==> src/sacr_pkg.sv <==
// constants and types for the serial analog configuration register bank
// ****************************************************************
// Overview of operation
// - two-bit amplifier code selects gain 2, 4, 8 or 16.5 for channels A and B
// - reserved bits read as zero; host writes zero into them
// - five-bit phase adjust code maps directly onto step 0 to 31
// - three-bit correction code selects six gains; host never writes codes 110, 111
// - shunt amplifier control bit 7 stops amplifier at 0, runs it at 1
// - shunt control bit 2 picks internal reference at 0, digital io supply at 1
// - shunt gain code 00 gives 10, 01 gives 25; host avoids 10 and 11
// - level detect bit 0 low holds detection circuit in reset, high releases
// - every register in this group clears to 00h on reset
// - access only over four-wire serial link, host master, device slave
// - each frame is 16 bits: read/write bit, 7-bit address, data byte
// - every frame shifts most significant bit first
// - link is full duplex; device drives data out during host data in
// - any frame not exactly 16 bits is invalid and changes no register
// ****************************************************************
package sacr_pkg;

    // ****************************************************************
    // register map
    // ****************************************************************
    localparam logic [6:0] ADDR_DIFF_AMP_GAIN  = 7'h2e;
    localparam logic [6:0] ADDR_PHASE_ADJ_GAIN = 7'h30;
    localparam logic [6:0] ADDR_CORR_GAIN      = 7'h36;
    localparam logic [6:0] ADDR_SHUNT_CTRL     = 7'h42;
    localparam logic [6:0] ADDR_LVL_RESET      = 7'h54;

    localparam logic [7:0] REG_RESET_VAL       = 8'h00;
    localparam logic [7:0] MASK_DIFF_AMP_GAIN  = 8'h03;
    localparam logic [7:0] MASK_PHASE_ADJ_GAIN = 8'h1f;
    localparam logic [7:0] MASK_CORR_GAIN      = 8'h07;
    localparam logic [7:0] MASK_SHUNT_CTRL     = 8'h87;
    localparam logic [7:0] MASK_LVL_RESET      = 8'h01;

    // ****************************************************************
    // field positions
    // ****************************************************************
    localparam int SHUNT_RUN_BIT   = 7;
    localparam int SHUNT_REF_BIT   = 2;
    localparam int LVL_RESET_BIT   = 0;

    // ****************************************************************
    // frame format
    // ****************************************************************
    localparam logic [4:0] FRAME_BITS   = 5'h10;
    localparam logic [4:0] HEADER_BITS  = 5'h08;
    localparam logic       RW_READ      = 1'h1;
    localparam int         SYNC_STAGES  = 2;

    // ****************************************************************
    // frame state machine
    // ****************************************************************
    typedef enum logic [2:0] {
        SACR_IDLE  = 3'h1,
        SACR_SHIFT = 3'h2,
        SACR_ERR   = 3'h4
    } sacr_state_e;

endpackage : sacr_pkg

==> src/sacr_top.sv <==
// serial slave register bank for analog front-end configuration
`timescale 1ns/1ps
module sacr_top (
    input  wire logic       clk,
    input  wire logic       rst_n,
    input  wire logic       sclk,
    input  wire logic       cs_n,
    input  wire logic       sdi,
    output logic            sdo,
    output logic            sdo_oe,
    output logic [1:0]      amp_gain_code,
    output logic [4:0]      phase_gain_step_code,
    output logic [2:0]      correction_gain_code,
    output logic            shunt_amp_run,
    output logic            shunt_ref_source,
    output logic [1:0]      shunt_gain_code,
    output logic            level_detect_rst_n
);
    import sacr_pkg::*;
    // ****************************************************************
    // pin synchronisation
    // ****************************************************************
    // cs_n travels inverted so the chain resets to deselected
    logic [2:0] pins_sync;
    logic       sclk_s;
    logic       cs_s;
    logic       sdi_s;

    sacr_sync #(
        .WIDTH (3)
    ) u_sync (
        .clk       (clk),
        .rst_n     (rst_n),
        .async_in  ({sclk, ~cs_n, sdi}),
        .reset_val (3'h2),
        .sync_out  (pins_sync)
    );

    assign sclk_s = pins_sync[2];
    assign cs_s   = pins_sync[1];
    assign sdi_s  = pins_sync[0];
    // ****************************************************************
    // edge detection
    // ****************************************************************
    logic sclk_d_reg;
    logic sclk_d_next;
    logic cs_d_reg;
    logic cs_d_next;
    logic sclk_rise;
    logic sclk_fall;
    logic cs_rise;
    logic cs_fall;
    always_comb begin
        sclk_d_next = sclk_s;
        cs_d_next   = cs_s;
    end

    always_ff @(posedge clk) begin
        if (!rst_n) begin
            sclk_d_reg <= 1'h0;
            cs_d_reg   <= 1'h1;
        end else begin
            sclk_d_reg <= sclk_d_next;
            cs_d_reg   <= cs_d_next;
        end
    end

    assign sclk_rise = sclk_s & ~sclk_d_reg;
    assign sclk_fall = ~sclk_s & sclk_d_reg;
    assign cs_rise   = cs_s & ~cs_d_reg;
    assign cs_fall   = ~cs_s & cs_d_reg;
    // ****************************************************************
    // frame engine
    // ****************************************************************
    sacr_state_e state_reg;
    sacr_state_e state_next;
    logic [4:0]  cnt_reg;
    logic [4:0]  cnt_next;
    logic [15:0] shift_reg;
    logic [15:0] shift_next;
    logic        rw_reg;
    logic        rw_next;
    logic [6:0]  addr_reg;
    logic [6:0]  addr_next;
    logic [7:0]  tx_reg;
    logic [7:0]  tx_next;
    logic [6:0]  addr_now;
    logic [7:0]  rd_data;
    logic        frame_ok;
    logic        commit_w;

    assign addr_now = {shift_reg[5:0], sdi_s};
    assign frame_ok = (state_reg == SACR_SHIFT) && (cnt_reg == FRAME_BITS) && cs_rise;
    assign commit_w = frame_ok && (rw_reg != RW_READ);

    always_comb begin
        state_next = state_reg;
        cnt_next   = cnt_reg;
        shift_next = shift_reg;
        rw_next    = rw_reg;
        addr_next  = addr_reg;
        tx_next    = tx_reg;
        case (state_reg)
            SACR_IDLE: begin
                if (cs_fall) begin
                    state_next = SACR_SHIFT;
                    cnt_next   = 5'h00;
                    shift_next = 16'h0000;
                end
            end
            SACR_SHIFT: begin
                if (cs_rise) begin
                    state_next = SACR_IDLE;
                end else if (sclk_rise) begin
                    if (cnt_reg == FRAME_BITS) begin
                        state_next = SACR_ERR;
                    end else begin
                        shift_next = {shift_reg[14:0], sdi_s};
                        cnt_next   = cnt_reg + 5'h01;
                        if (cnt_reg == HEADER_BITS - 5'h01) begin
                            rw_next   = shift_reg[6];
                            addr_next = addr_now;
                            tx_next   = rd_data;
                        end
                    end
                end
            end
            SACR_ERR: begin
                if (cs_rise) begin
                    state_next = SACR_IDLE;
                end
            end
            default: begin
                state_next = SACR_IDLE;
            end
        endcase
    end

    always_ff @(posedge clk) begin
        if (!rst_n) begin
            state_reg <= SACR_IDLE;
            cnt_reg   <= 5'h00;
            shift_reg <= 16'h0000;
            rw_reg    <= 1'h0;
            addr_reg  <= 7'h00;
            tx_reg    <= 8'h00;
        end else begin
            state_reg <= state_next;
            cnt_reg   <= cnt_next;
            shift_reg <= shift_next;
            rw_reg    <= rw_next;
            addr_reg  <= addr_next;
            tx_reg    <= tx_next;
        end
    end
    // ****************************************************************
    // register bank
    // ****************************************************************
    logic [7:0] gain_reg;
    logic [7:0] gain_next;
    logic [7:0] phase_reg;
    logic [7:0] phase_next;
    logic [7:0] corr_reg;
    logic [7:0] corr_next;
    logic [7:0] shunt_reg;
    logic [7:0] shunt_next;
    logic [7:0] lvl_reg;
    logic [7:0] lvl_next;
    logic [7:0] wr_data;

    assign wr_data = shift_reg[7:0];

    always_comb begin
        gain_next  = gain_reg;
        phase_next = phase_reg;
        corr_next  = corr_reg;
        shunt_next = shunt_reg;
        lvl_next   = lvl_reg;
        if (commit_w) begin
            if (addr_reg == ADDR_DIFF_AMP_GAIN) begin
                gain_next = wr_data & MASK_DIFF_AMP_GAIN;
            end else if (addr_reg == ADDR_PHASE_ADJ_GAIN) begin
                phase_next = wr_data & MASK_PHASE_ADJ_GAIN;
            end else if (addr_reg == ADDR_CORR_GAIN) begin
                // prohibited codes are stored as sent; guarding them is the host's job
                corr_next = wr_data & MASK_CORR_GAIN;
            end else if (addr_reg == ADDR_SHUNT_CTRL) begin
                shunt_next = wr_data & MASK_SHUNT_CTRL;
            end else if (addr_reg == ADDR_LVL_RESET) begin
                lvl_next = wr_data & MASK_LVL_RESET;
            end
        end
    end

    // read mux; unmapped addresses answer zero
    always_comb begin
        if (addr_now == ADDR_DIFF_AMP_GAIN) begin
            rd_data = gain_reg;
        end else if (addr_now == ADDR_PHASE_ADJ_GAIN) begin
            rd_data = phase_reg;
        end else if (addr_now == ADDR_CORR_GAIN) begin
            rd_data = corr_reg;
        end else if (addr_now == ADDR_SHUNT_CTRL) begin
            rd_data = shunt_reg;
        end else if (addr_now == ADDR_LVL_RESET) begin
            rd_data = lvl_reg;
        end else begin
            rd_data = 8'h00;
        end
    end

    always_ff @(posedge clk) begin
        if (!rst_n) begin
            gain_reg  <= REG_RESET_VAL;
            phase_reg <= REG_RESET_VAL;
            corr_reg  <= REG_RESET_VAL;
            shunt_reg <= REG_RESET_VAL;
            lvl_reg   <= REG_RESET_VAL;
        end else begin
            gain_reg  <= gain_next;
            phase_reg <= phase_next;
            corr_reg  <= corr_next;
            shunt_reg <= shunt_next;
            lvl_reg   <= lvl_next;
        end
    end
    // ****************************************************************
    // analog control outputs
    // ****************************************************************
    // amplifier gain code
    assign amp_gain_code        = gain_reg[1:0];
    assign phase_gain_step_code = phase_reg[4:0];
    assign correction_gain_code = corr_reg[2:0];
    assign shunt_amp_run        = shunt_reg[SHUNT_RUN_BIT];
    assign shunt_ref_source     = shunt_reg[SHUNT_REF_BIT];
    assign shunt_gain_code      = shunt_reg[1:0];
    assign level_detect_rst_n   = lvl_reg[LVL_RESET_BIT];
    // ****************************************************************
    // serial data out
    // ****************************************************************
    logic sdo_reg;
    logic sdo_next;
    logic sdo_oe_reg;
    logic sdo_oe_next;

    always_comb begin
        sdo_next = sdo_reg;
        sdo_oe_next = ~cs_s;
        if (state_reg != SACR_SHIFT) begin
            sdo_next = 1'h0;
        end else if (sclk_fall && (cnt_reg >= HEADER_BITS) && (cnt_reg < FRAME_BITS)) begin
            sdo_next = (rw_reg == RW_READ) ? tx_reg[~cnt_reg[2:0]] : 1'h0;
        end
    end

    always_ff @(posedge clk) begin
        if (!rst_n) begin
            sdo_reg    <= 1'h0;
            sdo_oe_reg <= 1'h0;
        end else begin
            sdo_reg    <= sdo_next;
            sdo_oe_reg <= sdo_oe_next;
        end
    end

    assign sdo    = sdo_reg;
    assign sdo_oe = sdo_oe_reg;
endmodule : sacr_top

==> src/sacr_sync.sv <==
// two-flop synchroniser for asynchronous link pins
`timescale 1ns/1ps
module sacr_sync #(
    parameter int WIDTH = 3
) (
    input  wire logic             clk,
    input  wire logic             rst_n,
    input  wire logic [WIDTH-1:0] async_in,
    input  wire logic [WIDTH-1:0] reset_val,
    output logic      [WIDTH-1:0] sync_out
);
    import sacr_pkg::*;

    // ****************************************************************
    // per-bit two-stage chain
    // ****************************************************************
    // stage one feeds only stage two, never any logic
    genvar gi;
    generate
        for (gi = 0; gi < WIDTH; gi++) begin : g_bit
            logic [SYNC_STAGES-1:0] chain_reg;
            logic [SYNC_STAGES-1:0] chain_next;
            always_comb begin
                chain_next = {chain_reg[SYNC_STAGES-2:0], async_in[gi]};
            end
            // reset value is a static strap tied at instantiation
            always_ff @(posedge clk) begin
                if (!rst_n) begin
                    chain_reg <= '0;
                end else begin
                    chain_reg <= chain_next;
                end
            end
            assign sync_out[gi] = chain_reg[SYNC_STAGES-1] ^ reset_val[gi];
        end
    endgenerate

endmodule : sacr_sync

==> config.mk <==
export PLATFORM = sky130hd
export DESIGN_NAME = sacr_top
export DESIGN_NICKNAME = d
export VERILOG_FILES = /design/src/sacr_pkg.sv /design/src/sacr_top.sv /design/src/sacr_sync.sv
export SDC_FILE = /design/constraint.sdc
export NUM_CORES = 1
export LEC_CHECK = 0
export BUFFER_PORTS_ARGS = -buffer_cell sky130_fd_sc_hd__buf_2
export CORE_UTILIZATION = 60
export DETAILED_ROUTE_END_ITERATION = 10
export PLACE_DENSITY = 0.8
export SYNTH_ARGS = -nofsm -noshare
export SYNTH_HDL_FRONTEND = slang
export SYNTH_SLANG_ARGS = --single-unit
==> constraint.sdc <==
create_clock -name clk -period 4.39 [get_ports clk]
set_clock_uncertainty 0.15 [all_clocks]
set_input_delay 0.439 -clock clk [delete_from_list [all_inputs] [get_ports clk]]
set_output_delay 0.439 -clock clk [all_outputs]
set_load 0.03 [all_outputs]
==> results of run 1 <==
## cell families after synthesis
logic type | share of synthesized area [%]
simple gates | 34.4
compound gates | 16.9
flops | 41.4
buf+inv | 4.37
mux | 1.60
fa+ha+maj | 0.941
xor+xnor | 0.329
## layout make-up
cell class                      count  area (um2)  area share [%]
Tap cell                           50        62.6            2.22
Clock buffer                        7        76.3            2.71
Timing Repair Buffer               21         105            3.73
Sequential cell                    55        1100            39.1
Multi-Input combinational cell    229        1440            51.2
Clock inverter                      1        5.00           0.178
Inverter                            7        26.3           0.932
## cell usage in the layout (no fill, tap or decap), types with 3 or more instances in the layout
master / instances
or4_1: 3
and3_1: 3
inv_1: 7
nand2_1: 27
nand4_1: 5
nor2_1: 9
clkbuf_8: 5
and4_1: 4
nor3b_1: 3
nor2b_1: 5
buf_2: 21
o21ai_0: 18
nand3_1: 37
nand4b_1: 12
nand2b_1: 3
nor3_1: 4
a21oi_1: 41
and2_1: 7
dfxtp_1: 55
## power groups by stage
stage               sequential [mW]  combinational (mW)  clock (mW)
global route                  0.507              0.0261       0.289
finish                        0.506              0.0236       0.266
floorplan                     0.517              0.0181           0
CTS                           0.506              0.0234       0.272
global placement              0.518              0.0227           0
detailed placement            0.518              0.0234           0
## worst max-delay path: cells and delay by family, from the launching register on
kind,cells,cell delay [ns]
simple gates,3,1.10
flops,1,0.53
compound gates,1,0.42
## layer usage
metal  GRT usage, %  wire length [um]  vias up
li1               -                 -     1162
met1           40.8              2960     1123
met2           45.2              2750       85
met3           5.92               397        8
met4           8.59                71        0
met5              0                 0        -
## final timing paths
check,startpoint,endpoint,slack [ns],cells past startpoint
worst min register to register,u_sync.g_bit[1].chain_reg[0]$_SDFF_PN0_,u_sync.g_bit[1].chain_reg[1]$_SDFF_PN0_,0.29,1
worst min-delay path,cs_n,u_sync.g_bit[1].chain_reg[0]$_SDFF_PN0_,0.12,2
worst max-delay path,state_reg[1]$_SDFFE_PN0P_,tx_reg[2]$_SDFFE_PN0P_,2.03,4
worst max register to register,state_reg[1]$_SDFFE_PN0P_,tx_reg[2]$_SDFFE_PN0P_,2.03,4
==> impl_metrics.toml, run 1 <==
[yosys]
syn_inst = 310
synthArstFlopShare_pct = 0
ys_seq_area_share_pct = 41.4
synth-main-ff-cell = "dfxtp_1"
synthesis.area_mm2 = 0.00266
yosys-top-cells-count = "dfxtp_1 (55), a21oi_1 (41), nand3_1 (37), nand2_1 (27), o21ai_0 (18)"
synth_cell_types = 59
synth_top_area_share_pct = 41.4
syn-num-nets = 317
synth_edf_count = 0
yosysMostFrequentCell = "dfxtp_1"
synth_area_per_cell_um2 = 8.58
netlist.top_cell.by_area = "dfxtp_1"
yosysWarnings = 0
ys_ff_latch = 55
synth_area_leaders = "dfxtp_1 (41%), a21oi_1 (7.7%), nand3_1 (7.0%), nand4b_1 (4.0%), nand2_1 (3.8%)"

[power]
power_mw = 0.796
seqPwrFrac_pct = 63.6
combPwrFrac_pct = 3.0
clockPowerShare_pct = 33.4
p_sw_mw = 0.174
ir_worst_vdd_mv = 0.241
swShare_pct = 21.9
power.density_mw_per_mm2 = 282
power.leakage_nw = 0.906
p_int_mw = 0.622

[place]
hpwlAfterDp_um = 4280
place_area_mm2 = 0.00274
dpl.cell_count = 362
post-place-ws_ns = 2.05
numPortBuffers = 21
gp_congestion = 0.927

[cells_and_area]
fill_cells = 349
largest_reg_flops = 8
final_nets = 326
antennaDiodeCount = 0
final_cell_area_mm2 = 0.00282
syn2layout_area_growth_pct = 5.97
fin_util_pct = 68.5
final_cells = 370
layout-drive-gt1-share_pct = 12.5

[floorplanning]
start_util_pct = 64.6
core_area_mm2 = 0.00412
die_w_um = 68.6
row_count = 23
die_area_mm2 = 0.00470
io_pins = 22
die_h_um = 68.6

[route]
via_per_inst = 6.43
wl_per_cell_um = 16.7
vias = 2378
firstDrtPassIters = 5
drtIter0Drc = 362
wl_um = 6170
drc = 0
ant_nets = 0

[grt]
grt-ovfl-total = 0
antenna_found_initial = 0
grt_pass1_wl_um = 10100
grt_usage_pct = 29.3
first_global_vias = 2090
grt_start_max_net_pins = 41

[setup_path]
cp_max_fo = 14
start_kind = "flop"
cp.arrival_ns = 2.36
worstSetupPathType = "reg2reg"
max_stage_delay_ns = 0.59
path_cells = "nor3b_4, nand4_1, a221oi_1, nor3_1"
crit_path_end_kind = "flop"
cp_slowest_cell = "nand4_1"
required_ns = 4.39

[sta]
slew_violations = 0
worst_slack_ns = 2.03
setup_tns_ns = 0
hold_slack_ns = 0.117
finalSetupViolCount = 0
slew_headroom_pct = 17.4
min_period_ns = 2.36
clock.fmax_mhz = 423
worst_pin_slew_ns = 1.24
hold_viol = 0
timing.final.crit_share_pct = 53.8
rsz0062_at_grt = "false"

[clock_tree]
clock_sinks = 55
h-tree-depth = 2
hold_buffers = 0
cts_setup_buffers = 0
clk_pin_slew_ns = 0.09
clk_path_buf_depth = 2
root_buffer = "clkbuf_8"
cts_buffers = 5
cts_tree = "built"
insertion_delay_ns = 0.31
cts_resized = 0

[flow_run]
maxCapViolations = 0

[run_status]
status = "finished, final reports clean"

[min_path]
hold_path_class = "in2reg"
Note: power is estimated with default switching activity, not from simulation.
==> inputs of run 2 (changes only) <==
ABC_AREA = 1   (was not set)
CORE_UTILIZATION = 59   (was 60)
PLACE_DENSITY = 0.79   (was 0.8)
clock period = 2.43 ns   (was 4.39 ns; I/O delays follow)
==> run 2 against run 1 <==
- the run now ends with design-rule violations left
- clock power increased to 2.7 times the previous value
- count of clock-buffer cells in the layout decreased by 1
- register-to-register slack got worse by 1.6 ns
- sequential share of layout area decreased by 2.2 points
- die area increased by 4.9%
- critical path depth increased by 4
- critical endpoint is now tx_reg[1]$_SDFFE_PN0P_
- largest cell class unchanged
==> impl_metrics.toml, run 2 <==
[setup_path]
r2r_cells = 8
reg2reg_from = "cnt_reg[1]$_SDFFE_PN0P_"
crit_path_end_kind = "flop"
worstSetupPathType = "reg2reg"
required_ns = 2.45
r2r_slack_ns = 0.40
crit_end = "tx_reg[1]$_SDFFE_PN0P_"
cp.arrival_ns = 2.04
start_kind = "flop"
setup.worst_path.start = "cnt_reg[1]$_SDFFE_PN0P_"
timing.rr.end = "tx_reg[1]$_SDFFE_PN0P_"
cp_max_fo = 24

[cells_and_area]
mostFrequentLayoutCells = "nand2_1 (101), nor2_1 (71), dfxtp_1 (55), nand3_1 (42), inv_1 (41)"
fin_util_pct = 67.7
final_cell_area_mm2 = 0.00299
antennaDiodeCount = 0
final_common_cell = "nand2_1"
syn2layout_area_growth_pct = 8.83
layout-drive-gt1-share_pct = 11.4
final_nets = 436
fill_cells = 406
largest_reg_flops = 8
final_cells = 482

[sta]
slew_headroom_pct = 50.8
worst_slack_ns = 0.402
worst_pin_slew_ns = 0.737
clock.fmax_mhz = 493
min_period_ns = 2.03
finalSetupViolCount = 0
hold_viol = 0
rsz0062_at_grt = "false"
hold_slack_ns = 0.271
setup_tns_ns = 0
slew_violations = 0
timing.final.crit_share_pct = 83.4

[power]
power.density_mw_per_mm2 = 844
clockPowerShare_pct = 28.0
power_mw = 2.52
combPwrFrac_pct = 29.7
p_int_mw = 1.62
swShare_pct = 36.0
seqPwrFrac_pct = 42.4
power.leakage_nw = 1.32
p_sw_mw = 0.909
ir_worst_vdd_mv = 0.610

[yosys]
synth_edf_count = 0
synth-main-ff-cell = "dfxtp_1"
synthesis.area_mm2 = 0.00275
synthArstFlopShare_pct = 0
synth_top_area_share_pct = 40.1
yosysWarnings = 0
yosys-top-cells-count = "nand2_1 (101), nor2_1 (71), dfxtp_1 (55), nand3_1 (42), inv_1 (41)"
yosysMostFrequentCell = "nand2_1"
syn-num-nets = 420
netlist.top_cell.by_area = "dfxtp_1"
synth_cell_types = 28
ys_ff_latch = 55
syn_inst = 413
synth_area_per_cell_um2 = 6.65
ys_seq_area_share_pct = 40.1
synth_area_leaders = "dfxtp_1 (40%), nand2_1 (14%), nor2_1 (9.7%), nand3_1 (7.7%), inv_1 (5.6%)"

[floorplanning]
start_util_pct = 62.2
die_h_um = 70.2
io_pins = 22
core_area_mm2 = 0.00441
row_count = 24
die_area_mm2 = 0.00493
die_w_um = 70.2

[grt]
antenna_found_initial = 0
grt_usage_pct = 28.7
grt_pass1_wl_um = 11100
first_global_vias = 2427
grt_start_max_net_pins = 34
grt-ovfl-total = 0

[clock_tree]
cts_buffers = 5
root_buffer = "clkbuf_8"
cts_resized = 0
clk_path_buf_depth = 2
cts_tree = "built"
insertion_delay_ns = 0.31
clk_pin_slew_ns = 0.09
cts_setup_buffers = 0
hold_buffers = 3
clock_sinks = 55
h-tree-depth = 2

[place]
numPortBuffers = 21
gp_congestion = 0.972
dpl.cell_count = 471
place_area_mm2 = 0.00283
hpwlAfterDp_um = 4780
post-place-ws_ns = 0.440

[flow_run]
maxCapViolations = 0

[route]
wl_per_cell_um = 13.8
drc = 2
ant_nets = 0
firstDrtPassIters = 9
wl_um = 6670
vias = 2682
via_per_inst = 5.56
drtIter0Drc = 173

[min_path]
hold_path_class = "reg2reg"

[run_status]
violations = "design-rule violations"
status = "finished, violations left"
[run 2: critical path: stages, from the launching register on]
cell and delay, ns:
dfxtp_1 0.45, ha_1 0.25, nand2_1 0.07, inv_1 0.08, nand3_1 0.15, nor2_4 0.44
nand2_1 0.11, o21ai_0 0.10, a21oi_1 0.08
[run 2: how the worst min path moves through the flow]
stage	start	end	slack, ns	cells past startpoint
final	u_sync.g_bit[1].chain_reg[0]$_SDFF_PN0_	u_sync.g_bit[1].chain_reg[1]$_SDFF_PN0_	0.27	2
after global routing	rst_n	u_sync.g_bit[0].chain_reg[1]$_SDFF_PN0_	0.29	4
after CTS	rst_n	cs_d_reg$_SDFF_PN1_	0.27	3
after detailed placement	u_sync.g_bit[0].chain_reg[0]$_SDFF_PN0_	u_sync.g_bit[0].chain_reg[1]$_SDFF_PN0_	0.25	2
after global placement	u_sync.g_bit[1].chain_reg[0]$_SDFF_PN0_	u_sync.g_bit[1].chain_reg[1]$_SDFF_PN0_	0.25	2
after floorplan	cs_n	u_sync.g_bit[1].chain_reg[0]$_SDFF_PN0_	0.17	1
[run 2: cells by family (layout without fill, tap and decap cells)]
| family | count (synthesis) | after routing | synth area share [%] |
|---|---|---|---|
| DFF | 55 | 55 | 40.1 |
| AOI/OAI and AO/OA | 42 | 42 | 7.97 |
| buffers and inverters | 62 | 79 | 9.84 |
| adders and majority gates | 2 | 2 | 0.911 |
| and+or+nand+nor | 252 | 252 | 41.2 |
[run 2: routing by layer]
layer | up-vias | share of wire (%) | GRT usage, %
li1 | 1352 | - | -
met1 | 1205 | 46 | 37.7
met2 | 106 | 45 | 46.3
met3 | 19 | 6.4 | 4.62
met4 | 0 | 2.1 | 12.2
met5 | - | 0 | 0
[run 2: final cells by class]
type                            instances  area (um2)  share of cell area [%]
Sequential cell                        55        1100                    36.8
Timing Repair Buffer                   25         143                    4.77
Inverter                               46         173                    5.77
Clock inverter                          2        60.1                    2.01
Tap cell                               52        65.1                    2.18
Clock buffer                            6        72.6                    2.43
Multi-Input combinational cell        296        1380                    46.0
[run 2: power groups by stage]
stage / Combinational, mW / Clock, mW / Sequential (mW)
after detailed placement: 0.728 / 0 / 1.09
after CTS: 0.738 / 0.714 / 1.07
after global routing: 0.850 / 0.750 / 1.08
final: 0.749 / 0.706 / 1.07
after floorplan: 0.656 / 0 / 1.06
after global placement: 0.705 / 0 / 1.08
